<file path="src/cfl_pkg.sv">
// ---------------------------------------------------------------------------
// constants for the configuration load sequencer
// ---------------------------------------------------------------------------
package cfl_pkg;

  // apb register byte addresses
  localparam logic [7:0] ADDR_CTRL = 8'h00;
  localparam logic [7:0] ADDR_STATUS = 8'h04;
  localparam logic [7:0] ADDR_COUNT = 8'h08;

  // control register fields
  localparam int CTRL_WIDTH_LSB = 0;
  localparam int CTRL_COMP_BIT = 2;
  localparam logic [2:0] CTRL_RESET = 3'h0;

  // flash data width codes
  localparam logic [1:0] WIDTH_X1 = 2'h0;
  localparam logic [1:0] WIDTH_X2 = 2'h1;
  localparam logic [1:0] WIDTH_X4 = 2'h2;

  // status register fields
  localparam int STAT_DONE_BIT = 0;
  localparam int STAT_SRC_BIT = 1;
  localparam int STAT_OVF_BIT = 2;
  localparam int STAT_STATE_LSB = 4;

  // timing
  localparam int CLK_MHZ = 200;
  localparam int SCK_MAX_MHZ = 50;
  localparam int SCK_HALF =
    (CLK_MHZ + 2 * SCK_MAX_MHZ - 1) / (2 * SCK_MAX_MHZ);

  // image size
  localparam int IMAGE_BITS = 17536096;
  localparam int WORD_BITS = 32;

  // pin vector layout: bits 3:0 data lines, bit 4 chip select
  localparam int PIN_CS = 4;
  localparam int PIN_COUNT = 5;

  typedef enum logic [2:0] {
    ST_CLEAR = 3'h4,
    ST_IDLE = 3'h0,
    ST_FLASH = 3'h1,
    ST_DONE = 3'h3,
    ST_TP = 3'h2
  } cfl_state_type;

endpackage
</file>
<file path="src/cfl_loader.sv">
// Register access over APB and the address map were decided locally.
`timescale 1ns/100ps

// ---------------------------------------------------------------------------
// word fifo
// ---------------------------------------------------------------------------
module cfl_fifo #(
  parameter int WIDTH = 32,
  parameter int DEPTH = 4
) (
  // clock and reset
  input wire logic pclk,
  input wire logic presetn,
  input wire logic flush,
  // fill side
  input wire logic in_valid,
  output logic in_ready,
  input wire logic [WIDTH-1:0] in_data,
  // drain side
  output logic out_valid,
  input wire logic out_ready,
  output logic [WIDTH-1:0] out_data
);
  localparam int AW = $clog2(DEPTH);
  generate
    if (DEPTH < 2 || (1 << AW) != DEPTH) begin : g_bad
      $error("fifo depth must be a power of two of at least 2");
    end
  endgenerate

  logic [WIDTH-1:0] mem_reg [DEPTH];
  logic [AW:0] wp_reg, wp_next, rp_reg, rp_next;
  logic push, pop;

  assign in_ready = (wp_reg - rp_reg) != (AW+1)'(DEPTH);
  assign out_valid = wp_reg != rp_reg;
  assign out_data = mem_reg[rp_reg[AW-1:0]];
  assign push = in_valid && in_ready;
  assign pop = out_valid && out_ready;

  always_comb begin
    wp_next = wp_reg;
    rp_next = rp_reg;
    if (flush) begin
      wp_next = '0;
      rp_next = '0;
    end else begin
      if (push) wp_next = wp_reg + 1'b1;
      if (pop) rp_next = rp_reg + 1'b1;
    end
  end

  always_ff @(posedge pclk or negedge presetn) begin
    if (!presetn) begin
      wp_reg <= '0;
      rp_reg <= '0;
    end else begin
      wp_reg <= wp_next;
      rp_reg <= rp_next;
    end
  end

  always_ff @(posedge pclk) begin
    if (push && !flush) mem_reg[wp_reg[AW-1:0]] <= in_data;
  end
endmodule

// ---------------------------------------------------------------------------
// load sequencer
// ---------------------------------------------------------------------------
module cfl_loader #(
  parameter int IMAGE_BITS = cfl_pkg::IMAGE_BITS,
  parameter int FIFO_DEPTH = 4
) (
  // clock and reset
  input wire logic pclk,
  input wire logic presetn,
  // apb slave
  input wire logic psel,
  input wire logic penable,
  input wire logic pwrite,
  input wire logic [7:0] paddr,
  input wire logic [31:0] pwdata,
  output logic [31:0] prdata,
  output logic pready,
  output logic pslverr,
  // board pins
  input wire logic config_source_select,
  input wire logic config_clear_input,
  // test port
  input wire logic tp_clk,
  input wire logic tp_sel,
  input wire logic tp_din,
  output logic tp_ready,
  // flash bus
  output logic fl_sck,
  input wire logic [cfl_pkg::PIN_COUNT-1:0] fl_pin_in,
  output logic [cfl_pkg::PIN_COUNT-1:0] fl_pin_out,
  output logic [cfl_pkg::PIN_COUNT-1:0] fl_pin_oe,
  // user side after configuration
  input wire logic startup_access_sck,
  input wire logic [cfl_pkg::PIN_COUNT-1:0] usr_pin_out,
  input wire logic [cfl_pkg::PIN_COUNT-1:0] usr_pin_oe,
  output logic [cfl_pkg::PIN_COUNT-1:0] usr_pin_in,
  // configuration memory
  output logic cfg_clear,
  output logic cfg_wr_valid,
  input wire logic cfg_wr_ready,
  output logic [31:0] cfg_wr_data,
  output logic done,
  output logic user_enable
);
  localparam int IMAGE_WORDS = IMAGE_BITS / cfl_pkg::WORD_BITS;
  localparam int SW = 9;
  generate
    if (IMAGE_WORDS < 1 || IMAGE_BITS % cfl_pkg::WORD_BITS != 0)
    begin : g_bad
      $error("image length must be a whole number of words");
    end
  endgenerate

  // -------------------------------------------------------------------------
  // synchronisers
  // -------------------------------------------------------------------------
  logic [SW-1:0] sync1_reg, sync2_reg;
  logic tpclk_prev_reg, tpsel_prev_reg;
  logic [1:0] warm_reg;
  logic src_s, clr_s, tpclk_s, tpsel_s, tpdin_s;
  logic [cfl_pkg::PIN_COUNT-1:0] pin_s;

  always_ff @(posedge pclk or negedge presetn) begin
    if (!presetn) begin
      sync1_reg <= '0;
      sync2_reg <= '0;
      tpclk_prev_reg <= 1'b0;
      tpsel_prev_reg <= 1'b0;
      warm_reg <= 2'h0;
    end else begin
      sync1_reg <= {config_source_select, config_clear_input, tp_clk,
                    tp_sel, tp_din, fl_pin_in[3:0]};
      sync2_reg <= sync1_reg;
      tpclk_prev_reg <= tpclk_s;
      tpsel_prev_reg <= tpsel_s;
      warm_reg <= {warm_reg[0], 1'b1};
    end
  end
  assign {src_s, clr_s, tpclk_s, tpsel_s, tpdin_s} = sync2_reg[8:4];
  assign pin_s = {1'b1, sync2_reg[3:0]};

  // -------------------------------------------------------------------------
  // registers and state
  // -------------------------------------------------------------------------
  cfl_pkg::cfl_state_type state_reg, state_next;
  logic [2:0] ctrl_reg, ctrl_next;
  logic [1:0] div_reg, div_next;
  logic sck_reg, sck_next, ovf_reg, ovf_next;
  logic [31:0] shift_reg, shift_next, word_reg, word_next;
  logic [5:0] bits_reg, bits_next;
  logic wvld_reg, wvld_next;
  logic [31:0] rep_reg, rep_next, words_reg, words_next;
  logic [31:0] out_reg, out_next;
  logic ovld_reg, ovld_next, hcnt_reg, hcnt_next;
  logic [cfl_pkg::PIN_COUNT-1:0] pout_reg, pout_next, poe_reg, poe_next;
  logic fsck_reg, fsck_next;
  logic apb_wr, stall, fl_evt, tp_evt, tp_start, in_ready;
  logic f_valid, f_ready, flushing, emit, comp;
  logic [31:0] f_data;
  logic [2:0] nbits;
  logic [3:0] bits_in;

  assign comp = ctrl_reg[cfl_pkg::CTRL_COMP_BIT];
  assign apb_wr = psel && penable && pwrite;
  assign tp_start = tpsel_s && !tpsel_prev_reg;
  assign stall = wvld_reg && !in_ready;
  assign flushing = state_reg == cfl_pkg::ST_CLEAR;

  // -------------------------------------------------------------------------
  // apb slave: zero wait states, unmapped addresses answer with pslverr
  // -------------------------------------------------------------------------
  function automatic logic mapped(input logic [7:0] a);
    return a == cfl_pkg::ADDR_CTRL || a == cfl_pkg::ADDR_STATUS ||
           a == cfl_pkg::ADDR_COUNT;
  endfunction

  assign pready = 1'b1;
  assign pslverr = psel && penable && !mapped(paddr);
  always_comb begin
    prdata = 32'h0;
    case (paddr)
      cfl_pkg::ADDR_CTRL: prdata = {29'h0, ctrl_reg};
      cfl_pkg::ADDR_STATUS: begin
        prdata[cfl_pkg::STAT_DONE_BIT] = done;
        prdata[cfl_pkg::STAT_SRC_BIT] = src_s;
        prdata[cfl_pkg::STAT_OVF_BIT] = ovf_reg;
        prdata[cfl_pkg::STAT_STATE_LSB +: 3] = state_reg;
      end
      cfl_pkg::ADDR_COUNT: prdata = words_reg;
      default: prdata = 32'h0;
    endcase
  end

  // -------------------------------------------------------------------------
  // sequencing
  // -------------------------------------------------------------------------
  always_comb begin
    state_next = state_reg;
    ctrl_next = ctrl_reg;
    if (apb_wr && paddr == cfl_pkg::ADDR_CTRL) ctrl_next = pwdata[2:0];
    case (state_reg)
      cfl_pkg::ST_CLEAR: begin
        // synchronisers show reset values for two edges; wait them out
        if (clr_s || !warm_reg[1]) state_next = cfl_pkg::ST_CLEAR;
        else if (tpsel_s) state_next = cfl_pkg::ST_TP;
        else if (src_s) state_next = cfl_pkg::ST_FLASH;
        else state_next = cfl_pkg::ST_IDLE;
      end
      cfl_pkg::ST_FLASH, cfl_pkg::ST_TP: begin
        if (words_next == 32'(IMAGE_WORDS)) state_next = cfl_pkg::ST_DONE;
        else if (state_reg == cfl_pkg::ST_TP && !tpsel_s)
          state_next = cfl_pkg::ST_IDLE;
      end
      cfl_pkg::ST_IDLE, cfl_pkg::ST_DONE: state_next = state_reg;
      default: state_next = cfl_pkg::ST_CLEAR;
    endcase
    if (clr_s) state_next = cfl_pkg::ST_CLEAR;
    else if (tp_start && state_reg != cfl_pkg::ST_CLEAR)
      state_next = cfl_pkg::ST_CLEAR;
  end

  // -------------------------------------------------------------------------
  // bit capture: flash clock divider and test-port edge detector
  // -------------------------------------------------------------------------
  always_comb begin
    div_next = div_reg;
    sck_next = sck_reg;
    fl_evt = 1'b0;
    // the divider freezes while a word waits, so the flash never overruns
    if (state_reg == cfl_pkg::ST_FLASH && !stall) begin
      if (div_reg == 2'(cfl_pkg::SCK_HALF - 1)) begin
        div_next = 2'h0;
        sck_next = !sck_reg;
        fl_evt = !sck_reg;
      end else begin
        div_next = div_reg + 2'h1;
      end
    end else if (state_reg != cfl_pkg::ST_FLASH) begin
      // two extra counts: first rise waits for data through the sync
      div_next = 2'h2;
      sck_next = 1'b0;
    end
    tp_evt = state_reg == cfl_pkg::ST_TP && tpclk_s && !tpclk_prev_reg;
    case (ctrl_reg[cfl_pkg::CTRL_WIDTH_LSB +: 2])
      cfl_pkg::WIDTH_X2: nbits = 3'h2;
      cfl_pkg::WIDTH_X4: nbits = 3'h4;
      default: nbits = 3'h1;
    endcase
    bits_in = pin_s[3:0];
    if (tp_evt) begin
      nbits = 3'h1;
      bits_in = {3'h0, tpdin_s};
    end
  end

  // -------------------------------------------------------------------------
  // word assembly, msb first
  // -------------------------------------------------------------------------
  always_comb begin
    shift_next = shift_reg;
    bits_next = bits_reg;
    word_next = word_reg;
    wvld_next = wvld_reg && !in_ready;
    ovf_next = ovf_reg;
    // a test-port bit arriving while a word is stuck is lost and flagged
    if (tp_evt && stall) begin
      ovf_next = 1'b1;
    end else if (fl_evt || tp_evt) begin
      case (nbits)
        3'h2: shift_next = {shift_reg[29:0], bits_in[1:0]};
        3'h4: shift_next = {shift_reg[27:0], bits_in};
        default: shift_next = {shift_reg[30:0], bits_in[0]};
      endcase
      if (bits_reg + 6'(nbits) >= 6'(cfl_pkg::WORD_BITS)) begin
        bits_next = 6'h0;
        word_next = shift_next;
        wvld_next = 1'b1;
      end else begin
        bits_next = bits_reg + 6'(nbits);
      end
    end
    if (flushing) begin
      bits_next = 6'h0;
      wvld_next = 1'b0;
      ovf_next = 1'b0;
    end
  end

  assign tp_ready = in_ready;

  cfl_fifo #(.WIDTH(32), .DEPTH(FIFO_DEPTH)) u_fifo (
    .pclk(pclk),
    .presetn(presetn),
    .flush(flushing),
    .in_valid(wvld_reg),
    .in_ready(in_ready),
    .in_data(word_reg),
    .out_valid(f_valid),
    .out_ready(f_ready),
    .out_data(f_data)
  );

  // -------------------------------------------------------------------------
  // expansion: compressed stream is pairs of repeat count then data word
  // -------------------------------------------------------------------------
  assign emit = ovld_reg && cfg_wr_ready;
  assign f_ready = !flushing && state_reg != cfl_pkg::ST_DONE &&
                   (!ovld_reg || (emit && rep_reg == 32'h0));
  always_comb begin
    out_next = out_reg;
    ovld_next = ovld_reg;
    rep_next = rep_reg;
    hcnt_next = hcnt_reg;
    words_next = words_reg;
    if (emit) begin
      words_next = words_reg + 32'h1;
      if (rep_reg != 32'h0) rep_next = rep_reg - 32'h1;
      else ovld_next = 1'b0;
    end
    if (f_valid && f_ready) begin
      if (comp && !hcnt_reg) begin
        rep_next = f_data;
        hcnt_next = 1'b1;
      end else begin
        out_next = f_data;
        ovld_next = 1'b1;
        rep_next = comp ? rep_reg : 32'h0;
        hcnt_next = 1'b0;
      end
    end
    // image complete: surplus words are dropped, never written
    if (words_next == 32'(IMAGE_WORDS)) ovld_next = 1'b0;
    if (flushing) begin
      ovld_next = 1'b0;
      rep_next = 32'h0;
      hcnt_next = 1'b0;
      words_next = 32'h0;
    end
  end

  // -------------------------------------------------------------------------
  // flash pins: loader drives only chip select and the clock until done, then user logic takes over
  // -------------------------------------------------------------------------
  always_comb begin
    if (state_reg == cfl_pkg::ST_DONE) begin
      pout_next = usr_pin_out;
      poe_next = usr_pin_oe;
      fsck_next = startup_access_sck;
    end else begin
      pout_next = '0;
      poe_next = '0;
      pout_next[cfl_pkg::PIN_CS] = state_reg != cfl_pkg::ST_FLASH;
      poe_next[cfl_pkg::PIN_CS] = 1'b1;
      fsck_next = sck_reg;
    end
  end

  always_ff @(posedge pclk or negedge presetn) begin
    if (!presetn) begin
      state_reg <= cfl_pkg::ST_CLEAR;
      ctrl_reg <= cfl_pkg::CTRL_RESET;
      div_reg <= 2'h0;
      sck_reg <= 1'b0;
      ovf_reg <= 1'b0;
      shift_reg <= 32'h0;
      bits_reg <= 6'h0;
      word_reg <= 32'h0;
      wvld_reg <= 1'b0;
      rep_reg <= 32'h0;
      words_reg <= 32'h0;
      out_reg <= 32'h0;
      ovld_reg <= 1'b0;
      hcnt_reg <= 1'b0;
      pout_reg <= '0;
      poe_reg <= '0;
      fsck_reg <= 1'b0;
    end else begin
      state_reg <= state_next;
      ctrl_reg <= ctrl_next;
      div_reg <= div_next;
      sck_reg <= sck_next;
      ovf_reg <= ovf_next;
      shift_reg <= shift_next;
      bits_reg <= bits_next;
      word_reg <= word_next;
      wvld_reg <= wvld_next;
      rep_reg <= rep_next;
      words_reg <= words_next;
      out_reg <= out_next;
      ovld_reg <= ovld_next;
      hcnt_reg <= hcnt_next;
      pout_reg <= pout_next;
      poe_reg <= poe_next;
      fsck_reg <= fsck_next;
    end
  end

  assign fl_sck = fsck_reg;
  assign fl_pin_out = pout_reg;
  assign fl_pin_oe = poe_reg;
  assign usr_pin_in = state_reg == cfl_pkg::ST_DONE ? pin_s : '0;
  assign cfg_clear = flushing;
  assign cfg_wr_valid = ovld_reg;
  assign cfg_wr_data = out_reg;
  assign done = state_reg == cfl_pkg::ST_DONE;
  assign user_enable = done;
endmodule

</file>
<file path="config.mk">
export PLATFORM = sky130hd
export DESIGN_NAME = cfl_loader
export DESIGN_NICKNAME = d
export VERILOG_FILES = /design/src/cfl_pkg.sv /design/src/cfl_loader.sv
export SDC_FILE = /design/constraint.sdc
export NUM_CORES = 1
export LEC_CHECK = 0
export BUFFER_PORTS_ARGS = -buffer_cell sky130_fd_sc_hd__buf_2
export CORE_AREA = 4 4 192 194
export CTS_BUF_LIST = sky130_fd_sc_hd__clkbuf_2 sky130_fd_sc_hd__clkbuf_4 sky130_fd_sc_hd__clkbuf_8
export DETAILED_ROUTE_END_ITERATION = 10
export DIE_AREA = 0 0 196 198
export GPL_TIMING_DRIVEN = 1
export HOLD_SLACK_MARGIN = 0.12
export SYNTH_ARGS = -nofsm -noshare
export SYNTH_HDL_FRONTEND = slang
export SYNTH_SLANG_ARGS = --single-unit
</file>
<file path="constraint.sdc">
create_clock -name pclk -period 3.8 [get_ports pclk]
set_input_delay 0.38 -clock pclk [delete_from_list [all_inputs] [get_ports pclk]]
set_output_delay 0.38 -clock pclk [all_outputs]
set_load 0.02 [all_outputs]
</file>
* After elaboration in Yosys (flattened, before gate mapping)
Memories as Yosys holds them, arrays and structs flattened.
Cells that the tools add are included.
** Word-level totals
- Bits in registers :: 217
- Bits in writable memories :: 128
- Output and inout port bits :: 87
- Logic and storage cells :: 175
- Memories kept :: 1
** Cells by class
- Add/subtract/negate cells :: 7
- Magnitude comparators :: 1
- Eq/ne operators :: 23
- Multiplexer cells :: 61
- Bitwise operators :: 2
- Reductions and logical operators :: 56
** Memory list
- u_fifo.mem_reg :: words 4, width 32, rd ports 1, clocked after memory_dff 0, wr ports 1, line cfl_loader.sv:31 : logic [WIDTH-1:0] mem_reg [DEPTH];
** Operator list (number)
- 32-bit 2-to-1 mux :: 8
- 32-bit by 20-bit == test with 1-bit output (second input constant) :: 2
- 32-bit case mux with 2 select lines :: 1
- 32-bit by 1-bit adder with 32-bit output (second input constant) :: 1
- 32-bit logical NOT :: 1
- 32-bit nonzero test :: 1
- 32-bit by 1-bit subtractor with 32-bit output (second input constant) :: 1
- 3-bit 2-to-1 mux :: 10
- 1-bit 2-to-1 mux :: 25
- 25-bit 2-to-1 mux :: 1
- 6-bit 2-to-1 mux :: 4
- 1-bit logical AND :: 20
- 3-bit case mux with 3 select lines :: 2
- 5-bit 2-to-1 mux :: 3
- 3-bit case mux with 2 select lines :: 2
- 1-bit logical NOT :: 11
- 2-bit AND reduction :: 5
- 2-bit nonzero test :: 5
- 3-bit by 2-bit == test with 1-bit output (second input constant) :: 3
- 3-bit inequality test (second input constant) :: 3
- 8-bit by 3-bit == test with 1-bit output (second input constant) :: 1
- 8-bit by 4-bit == test with 1-bit output (second input constant) :: 1
- 8-bit logical NOT :: 1
- 2-bit 2-to-1 mux :: 4
- 22 further kinds :: 34

* Depth between registers and ports, before layout
Gate-level depths: netlist of run 1.
- Word-level depth :: 11
- Depth in mapped cells :: 13
- Depth with buffers taken out :: 11

* By module
From an unflattened synthesis of run 1, not the netlist that was laid out.
** Unflattened totals
- Cell total of the unflattened synthesis :: 1323
- Area, all modules :: 15645.0 um2
** By module, submodules not included
- cfl_loader :: times used 1, cells an instance 1109, area each 10588.9 um2, sequential area each 5281.3 um2
- cfl_fifo :: times used 1, cells an instance 214, area each 5056.1 um2, sequential area each 3993.8 um2

* Least setup slack after synthesis of run 1
No wires, ideal clock.
- Path type :: register to register
- From :: reg u_fifo.rp_reg[1]
- To :: mem u_fifo.mem_reg[0][0] (enable)
- Data arrival time :: 2741 ps
- Required time :: 3408 ps
- Slack :: 667 ps
- Stages on the path, launching flop included :: 11
- Buffers on the path :: 2
- Period minus slack after synthesis :: 3133 ps
- Path through :: dfrtp_1 > clkbuf_1 > clkbuf_1 > inv_1 > ha_1 > nor2b_1 > xnor2_1 > or2_2 > nand2_1 > nor2_1 > and2_1
** Between the ends
- Word-level cells in the longest chain between the ends :: 6
** RTL lines
- start: declaration :: line cfl_loader.sv:32 : logic [AW:0] wp_reg, wp_next, rp_reg, rp_next;
- start signal: assignment :: line cfl_loader.sv:59 : rp_reg <= rp_next;
- 3-bit subtractor :: line cfl_loader.sv:35 : assign in_ready = (wp_reg - rp_reg) != (AW+1)'(DEPTH);
- 3-bit inequality test :: line cfl_loader.sv:35
- via tp_ready :: line cfl_loader.sv:94 : output logic tp_ready,
- 1-bit logical AND :: line cfl_loader.sv:38 : assign push = in_valid && in_ready;
- 1-bit logical AND :: line cfl_loader.sv:64 : if (push && !flush) mem_reg[wp_reg[AW-1:0]] <= in_data;
- 1-bit 2-to-1 mux :: line cfl_loader.sv:64
- 1-bit 2-to-1 mux (not written as such) :: line cfl_loader.sv:64
- end: declaration :: line cfl_loader.sv:31
The timed path passes the listed nets, and every way through them passes these cells.

* Worst setup path after layout of run 1
- From :: reg state_reg[1]
- To :: out cfg_clear
** Between the ends
- Word-level cells in the longest chain between the ends :: 1
** RTL lines
- start: declaration :: line cfl_loader.sv:153 : cfl_pkg::cfl_state_type state_reg, state_next;
- start signal: assignment :: line cfl_loader.sv:368 : state_reg <= cfl_pkg::ST_CLEAR;
- start signal: assignment :: line cfl_loader.sv:386 : state_reg <= state_next;
- 3-bit == test :: line cfl_loader.sv:175 : assign flushing = state_reg == cfl_pkg::ST_CLEAR;
- end: declaration :: line cfl_loader.sv:106 : output logic cfg_clear,
Every way passes these cells.

==> run_summary.xml, run 1 <==
<?xml version="1.0" encoding="UTF-8"?>
<metrics>
  <group name="timing">
    <metric name="clock-skew-final" unit="ps">43.0</metric>
    <metric name="maxSlewViolCount" unit="">0</metric>
    <metric name="totalNegativeSetupSlack" unit="ps">0</metric>
    <metric name="final.setup.worst_slack" unit="ps">434</metric>
    <metric name="min_cycle_time_layout" unit="ps">3370</metric>
    <metric name="hold_ws" unit="ps">197</metric>
    <metric name="slew_limit_headroom" unit="%">37.0</metric>
    <metric name="max_freq" unit="MHz">297</metric>
    <metric name="hold_violations" unit="">0</metric>
    <metric name="worst_pin_slew" unit="ps">945</metric>
    <metric name="min_period_over_period" unit="%">88.6</metric>
    <metric name="rsz_0062_raised_after_global_routing" unit="">no</metric>
    <metric name="final-setup-viol-count" unit="">0</metric>
  </group>
  <group name="final_layout">
    <metric name="largest_reg_flops" unit="">128</metric>
    <metric name="nFillCells" unit="">3145</metric>
    <metric name="final_stage_net_count" unit="">1564</metric>
    <metric name="antenna_cells" unit="">0</metric>
    <metric name="layout-area-overhead-vs-synth" unit="%">16.4</metric>
    <metric name="final_layout_size_suffix_gt1_share" unit="%">22.5</metric>
    <metric name="finish.cell_count_without_fillers" unit="">1994</metric>
    <metric name="finalCoreUtilization" unit="%">51.5</metric>
  </group>
  <group name="clock_network">
    <metric name="holdBufCountCts" unit="">25</metric>
    <metric name="path_clk_slew" unit="ps">60</metric>
    <metric name="root_buffer" unit="">clkbuf_8</metric>
    <metric name="cts_post_setup_buffers_inserted" unit="">0</metric>
    <metric name="cts_tree" unit="">done</metric>
    <metric name="cts_made_buffers" unit="">59</metric>
    <metric name="cts-resized-gates" unit="">0</metric>
    <metric name="clock_path_buffers" unit="">3</metric>
    <metric name="clock-sinks" unit="">345</metric>
    <metric name="cts_htree_levels" unit="">2</metric>
    <metric name="clock_insertion_delay_worst_skew" unit="ps">640</metric>
  </group>
  <group name="yosys">
    <metric name="post_synth_most_frequent_cells" unit="">dfrtp_1, edfxtp_1, o21ai_0, nand2_1, nor2_1</metric>
    <metric name="synth_warnings" unit="">0</metric>
    <metric name="synthDistinctLibCells" unit="">75</metric>
    <metric name="synth_top_flop_cell" unit="">dfrtp_1</metric>
    <metric name="synth_seq_area_share" unit="%">59.5</metric>
    <metric name="synth_largest_type_area_fraction" unit="%">34.7</metric>
    <metric name="most_frequent_cell_after_synthesis" unit="">dfrtp_1</metric>
    <metric name="synth_edf_count" unit="">128</metric>
    <metric name="postSynthAreaPerCell" unit="sq um">11.8</metric>
    <metric name="synth.ff_latch_count" unit="">345</metric>
    <metric name="synth_largest_area_cell" unit="">dfrtp_1</metric>
    <metric name="synth-async-reset-ratio" unit="%">62.9</metric>
    <metric name="ys_top_cells_by_area" unit="">dfrtp_1, edfxtp_1, mux4_2</metric>
    <metric name="post_synth_inst_count" unit="">1325</metric>
    <metric name="netlist_area" unit="sq um">15600</metric>
  </group>
  <group name="worst_setup_path">
    <metric name="r2r_cells" unit="">8</metric>
    <metric name="critical_path_arrival" unit="ps">2990</metric>
    <metric name="worstSetupStartpointType" unit="">register</metric>
    <metric name="timing.critical_path.required" unit="ps">3420</metric>
    <metric name="critical_path.endpoint_type" unit="">primary output</metric>
    <metric name="timing.critical_path.fanout_max" unit="">30</metric>
    <metric name="timing_worst_setup_path_type" unit="">register to primary output</metric>
  </group>
  <group name="global_route">
    <metric name="grt_antenna_before_repair" unit="">0</metric>
    <metric name="grt_max_degree" unit="">112</metric>
    <metric name="grtUsageTotal" unit="%">18.0</metric>
    <metric name="grt.overflow.total" unit="">0</metric>
    <metric name="grt_pass1_vias" unit="">10500</metric>
    <metric name="wire_length_of_the_first_global_routing_pass" unit="mm">56.9</metric>
  </group>
  <group name="drt">
    <metric name="wl_per_cell" unit="microns">17.6</metric>
    <metric name="drt_first_iter_violations" unit="">718</metric>
    <metric name="drt_pre_antenna_iters" unit="">5</metric>
    <metric name="drt-total-wl" unit="mm">35.0</metric>
    <metric name="dr_drc_count" unit="">0</metric>
    <metric name="detail_route.vias_per_cell" unit="">5.40</metric>
    <metric name="overall_via_count_from_detail_route" unit="">10800</metric>
    <metric name="ant_nets" unit="">0</metric>
  </group>
  <group name="power_and_ir_drop">
    <metric name="power_per_cell_area" unit="nW/um^2">422</metric>
    <metric name="leakage" unit="uW">0.00709</metric>
    <metric name="ir_worst_vdd" unit="uV">189</metric>
  </group>
  <group name="floorplanning">
    <metric name="floorplan.rows" unit="">69</metric>
    <metric name="num_io_pins" unit="">154</metric>
    <metric name="die_height" unit="microns">198</metric>
    <metric name="fp.dieArea" unit="sq um">38800</metric>
    <metric name="fp.coreArea" unit="sq um">35200</metric>
    <metric name="chipWidth" unit="microns">196</metric>
    <metric name="effective_utilization_at_floorplan" unit="%">44.2</metric>
  </group>
  <group name="place">
    <metric name="place_congestion" unit="">0.841</metric>
    <metric name="numPlacedInstances" unit="">1857</metric>
    <metric name="port-buffer-count" unit="">122</metric>
    <metric name="dp_worst_setup_slack" unit="ps">635</metric>
    <metric name="hpwl" unit="mm">23.1</metric>
  </group>
  <group name="status">
    <metric name="run_status" unit="">finished, final reports clean</metric>
  </group>
  <group name="hold_path">
    <metric name="min_path_type" unit="">input pin to register</metric>
    <metric name="hold-path-cell-count" unit="">4</metric>
  </group>
  <group name="flow_run">
    <metric name="drv.max_cap_violation_count" unit="">0</metric>
  </group>
</metrics>
-- cells by family after synthesis --
logic type,count (synthesis),synth area share (%)
buffers and inverters,106,3.08
AND/OR/NAND/NOR,442,14.6
flip-flops,345,59.5
AO/OA/AOI/OAI,300,11.5
XOR/XNOR,39,2.19
adder cells (fa/ha/maj),17,1.38
multiplexers,75,7.66
other,1,0.0241
-- per-stage QoR --
step / area, sq um / total power [uW]
floorplan: 15600 / 4160
global placement: 16700 / 4330
detailed placement: 16700 / 4330
CTS: 18100 / 7770
global route: 18100 / 7980
finish: 18100 / 7650
-- cell type report --
cell class                 count  area (sq um)  area share, %
multi-input combinational    875          5860           32.3
sequential                   345          9280           51.1
timing repair buffer         175          1120           6.17
clock buffer                  89          1070           5.89
tap                          461           577           3.18
inverter                      26          97.6          0.538
clock inverter                23           145          0.800
-- critical path, cell delays in order (launching register included) --
cell and delay (ps):
dfrtp_1 420, buf_4 230, or3b_2 640, inv_1 190, buf_4 370, buf_4 300, buf_2 200
-- power by group --
part / switching (uW) / leakage [uW] / internal [uW]
logic: 214 / 0.00271 / 120
registers: 35.9 / 0.00373 / 3900
clock network: 1500 / 0.000640 / 1870
total: 1750 / 0.00709 / 5900
-- path summary, 6_finish.rpt --
| path | from | end | slack, ps |
|---|---|---|---|
| max | state_reg[1] | cfg_clear | 430 |
| min | pwrite | ctrl_reg[1] | 200 |
| max reg2reg | rep_reg[28] | rep_reg[4] | 580 |
| min reg2reg | sync1_reg[8] | sync2_reg[8] | 340 |
| max in group asynchronous | presetn | words_reg[10] | 2450 |
| min in group asynchronous | presetn | words_reg[20] | 430 |
-- cells in the final DEF (no fill, tap or decap), drive strengths merged, types with 4 or more instances in the layout --
cell type / n
a21o: 5
a21oi: 91
a22o: 32
a31oi: 6
and2: 36
and3: 18
and4: 7
buf: 150
clkbuf: 89
clkinv: 17
dfrtp: 216
dlygate4sd3: 25
edfxtp: 128
ha: 14
inv: 28
mux2: 34
mux2i: 9
mux4: 32
nand2: 113
nand2b: 6
nand3: 26
nand4: 22
nor2: 105
nor2b: 9
nor3: 28
nor3b: 5
nor4: 31
o21a: 5
o21ai: 129
o2bb2ai: 4
or2: 8
or3: 11
or4: 8
xnor2: 12
xor2: 27
-- metal layers --
layer | vias up | wire length (microns) | global-route usage (%)
met3 | 50 | 1420 | 3.11
met1 | 5325 | 16400 | 25.8
met5 | - | 0 | 0
met2 | 203 | 16500 | 28.5
met4 | 0 | 661 | 5.43
li1 | 5189 | - | -
Note: power is estimated with default switching activity, not from simulation.
==> inputs of run 2 (changes only) <==
--- a/config.mk
+++ b/config.mk
@@ -6,10 +6,10 @@
 export NUM_CORES = 1
 export LEC_CHECK = 0
 export BUFFER_PORTS_ARGS = -buffer_cell sky130_fd_sc_hd__buf_2
-export CORE_AREA = 4 4 192 194
+export CORE_AREA = 4 4 233 235
 export CTS_BUF_LIST = sky130_fd_sc_hd__clkbuf_2 sky130_fd_sc_hd__clkbuf_4 sky130_fd_sc_hd__clkbuf_8
 export DETAILED_ROUTE_END_ITERATION = 10
-export DIE_AREA = 0 0 196 198
+export DIE_AREA = 0 0 237 239
 export GPL_TIMING_DRIVEN = 1
 export HOLD_SLACK_MARGIN = 0.12
 export SYNTH_ARGS = -nofsm -noshare
==> run 2 against run 1 <==
- non-clock buffer count decreased by 2
- design area increased by 2.3%
- core utilization decreased by 16 points
- fmax increased by 3.6%
- power increased by 5.7%
- sequential power about the same
- largest cell class unchanged
- highest routed layer unchanged
==> run_summary.xml, run 2 (synthesized netlist as in run 1, its figures left out) <==
<?xml version="1.0" encoding="UTF-8"?>
<metrics>
  <group name="final_layout">
    <metric name="layout-area-overhead-vs-synth" unit="%">19.1</metric>
    <metric name="area.sequential" unit="sq um">9280</metric>
    <metric name="finalCoreUtilization" unit="%">35.5</metric>
    <metric name="mostFrequentLayoutCell" unit="">dfrtp_1</metric>
    <metric name="final_stage_net_count" unit="">1560</metric>
    <metric name="finish.cell_count_without_fillers" unit="">2216</metric>
    <metric name="largest_reg_flops" unit="">128</metric>
    <metric name="nFillCells" unit="">5108</metric>
    <metric name="multi_input_comb_area" unit="sq um">5860</metric>
    <metric name="final_area" unit="sq um">18600</metric>
    <metric name="final_cell_mix" unit="">dfrtp_1, edfxtp_1, o21ai_0</metric>
    <metric name="final_layout_size_suffix_gt1_share" unit="%">22.5</metric>
  </group>
  <group name="clock_network">
    <metric name="cts_made_buffers" unit="">57</metric>
    <metric name="clock_path_buffers" unit="">3</metric>
    <metric name="clock-sinks" unit="">345</metric>
    <metric name="clock_insertion_delay_worst_skew" unit="ps">640</metric>
    <metric name="root_buffer" unit="">clkbuf_8</metric>
    <metric name="cts_htree_levels" unit="">2</metric>
    <metric name="cts_post_setup_buffers_inserted" unit="">0</metric>
    <metric name="path_clk_slew" unit="ps">60</metric>
    <metric name="cts_tree" unit="">done</metric>
  </group>
  <group name="timing">
    <metric name="clock-skew-final" unit="ps">22.9</metric>
    <metric name="worst_pin_slew" unit="ps">981</metric>
    <metric name="final-setup-viol-count" unit="">0</metric>
    <metric name="max_freq" unit="MHz">308</metric>
    <metric name="maxSlewViolCount" unit="">0</metric>
    <metric name="min_cycle_time_layout" unit="ps">3250</metric>
    <metric name="min_period_over_period" unit="%">85.5</metric>
    <metric name="slew_limit_headroom" unit="%">34.6</metric>
    <metric name="totalNegativeSetupSlack" unit="ps">0</metric>
    <metric name="hold_violations" unit="">0</metric>
    <metric name="rsz_0062_raised_after_global_routing" unit="">no</metric>
  </group>
  <group name="worst_setup_path">
    <metric name="critical_path.endpoint_type" unit="">register</metric>
    <metric name="slowest_cell_on_the_critical_path" unit="">a2111oi_0</metric>
    <metric name="critical_path.top_delay_family" unit="">simple AND/OR/NAND/NOR gates</metric>
    <metric name="timing.critical_path.required" unit="ps">4330</metric>
    <metric name="timing.rr.start" unit="">words_reg[0]</metric>
    <metric name="crit_path_start" unit="">words_reg[0]</metric>
    <metric name="cpPeakStageDelay" unit="ps">660</metric>
    <metric name="timing_worst_setup_path_type" unit="">register to register</metric>
    <metric name="cp_num_buf_inv" unit="">0</metric>
    <metric name="crit_path_cell_trace" unit="">ha_1 &gt; nand3_1 &gt; nor4_1 &gt; nand4_1 &gt; a2111oi_0 &gt; and4_1 &gt; nand3_1 &gt; o211a_1</metric>
    <metric name="critical_path_arrival" unit="ps">3780</metric>
    <metric name="cpMostUsedCell" unit="">nand3_1</metric>
    <metric name="worstSetupStartpointType" unit="">register</metric>
    <metric name="timing.critical_path.fanout_max" unit="">8</metric>
  </group>
  <group name="drt">
    <metric name="drt_pre_antenna_iters" unit="">4</metric>
    <metric name="ant_nets" unit="">0</metric>
    <metric name="wl_per_cell" unit="microns">16.7</metric>
    <metric name="drt_first_iter_violations" unit="">749</metric>
    <metric name="drt-total-wl" unit="mm">37.0</metric>
    <metric name="detail_route.vias_per_cell" unit="">4.91</metric>
    <metric name="dr_drc_count" unit="">0</metric>
    <metric name="overall_via_count_from_detail_route" unit="">10900</metric>
  </group>
  <group name="floorplanning">
    <metric name="floorplan.rows" unit="">84</metric>
    <metric name="chipWidth" unit="microns">237</metric>
    <metric name="fp.coreArea" unit="sq um">52200</metric>
    <metric name="effective_utilization_at_floorplan" unit="%">29.8</metric>
    <metric name="fp.dieArea" unit="sq um">56600</metric>
    <metric name="num_io_pins" unit="">154</metric>
    <metric name="die_height" unit="microns">239</metric>
  </group>
  <group name="global_route">
    <metric name="grt_pass1_vias" unit="">11300</metric>
    <metric name="grtUsageTotal" unit="%">13.1</metric>
    <metric name="grt.overflow.total" unit="">0</metric>
    <metric name="wire_length_of_the_first_global_routing_pass" unit="mm">60.5</metric>
    <metric name="grt_antenna_before_repair" unit="">1</metric>
    <metric name="grt.met3_usage" unit="%">2.69</metric>
    <metric name="grt_util_met1" unit="%">16.9</metric>
    <metric name="busiest_layer" unit="">met2</metric>
    <metric name="grt_max_degree" unit="">121</metric>
    <metric name="groute.layer.met2.usage" unit="%">21.8</metric>
  </group>
  <group name="power_and_ir_drop">
    <metric name="leakage" unit="uW">0.00715</metric>
    <metric name="power_per_cell_area" unit="nW/um^2">436</metric>
    <metric name="ir_worst_vdd" unit="uV">236</metric>
  </group>
  <group name="place">
    <metric name="numPlacedInstances" unit="">2082</metric>
    <metric name="hpwl" unit="mm">24.5</metric>
    <metric name="placedInstanceArea" unit="sq um">16900</metric>
    <metric name="port-buffer-count" unit="">122</metric>
    <metric name="place_congestion" unit="">0.831</metric>
  </group>
  <group name="hold_path">
    <metric name="min_path_type" unit="">input pin to register</metric>
    <metric name="min-delay-start" unit="">pwrite</metric>
  </group>
  <group name="flow_run">
    <metric name="drv.max_cap_violation_count" unit="">0</metric>
  </group>
  <group name="status">
    <metric name="run_status" unit="">finished, final reports clean</metric>
  </group>
</metrics>
==> run 2: cell count changes in the layout (fill, tap and decap cells not counted) <==
| cell | before | now |
|---|---|---|
| clkbuf_4 | 25 | 11 |
| bufinv_16 | 1 | 8 |
| clkinv_2 | 5 | 12 |
| clkinv_1 | 12 | 7 |
| clkbuf_8 | 64 | 67 |
| buf_4 | 25 | 23 |
| clkinvlp_4 | 3 | 1 |
| inv_6 | 0 | 2 |
| inv_8 | 2 | 0 |
| diode_2 | 0 | 1 |
==> run 2: layer usage <==
layer / up-vias / share of wire, %
met5: - / 0
met4: 0 / 2.9
met3: 69 / 4.5
met2: 209 / 48
met1: 5405 / 44
li1: 5192 / -
==> run 2: area by class of cell <==
class / instances / area share [%]
Sequential cell: 345 / 50.0
Multi-Input combinational cell: 875 / 31.6
Timing Repair Buffer: 173 / 5.95
Clock buffer: 78 / 5.42
Tap cell: 688 / 4.64
Clock inverter: 30 / 1.90
Inverter: 26 / 0.526
Antenna cell: 1 / 0.0135
==> run 2: what timing repair did <==
action / CTS / global route
hold endpoints to repair: 141 / 0
resized for setup: 0 / 0
hold buffers: 25 / 0
==> run 2: where the power goes <==
part	internal [uW]	leakage, uW	total, uW	switching [uW]
logic	119	0.00270	336	217
clock network	2270	0.000713	3810	1540
registers	3900	0.00373	3940	33.6
total	6290	0.00715	8080	1790
==> run 2: final timing paths <==
path                       cells past startpoint  slack (ps)               to
setup / recovery                               8         550     cfg_wr_valid
hold / removal                                 5         190      ctrl_reg[0]
setup reg to reg                               8         550     cfg_wr_valid
hold reg to reg                                0         350     sync2_reg[8]
max in group asynchronous                      3        2410  cfg_wr_data[18]
min in group asynchronous                      2         420     fl_pin_oe[0]
==> run 2: worst min-delay path: cells and delay by family <==
kind | cells | cell delay [ps]
buf+inv | 1 | 100
simple gates | 3 | 230
compound gates | 1 | 60
==> run 2: per-stage QoR <==
| step | worst slack, ps | power [uW] | hold WS, ps |
|---|---|---|---|
| after detailed placement | 597 | 4330 | 336 |
| after global placement | 602 | 4320 | 333 |
| after CTS | 520 | 8220 | 125 |
| final | 549 | 8080 | 191 |
| after global routing | 300 | 8430 | 181 |
| after floorplan | 667 | 4160 | 84.4 |
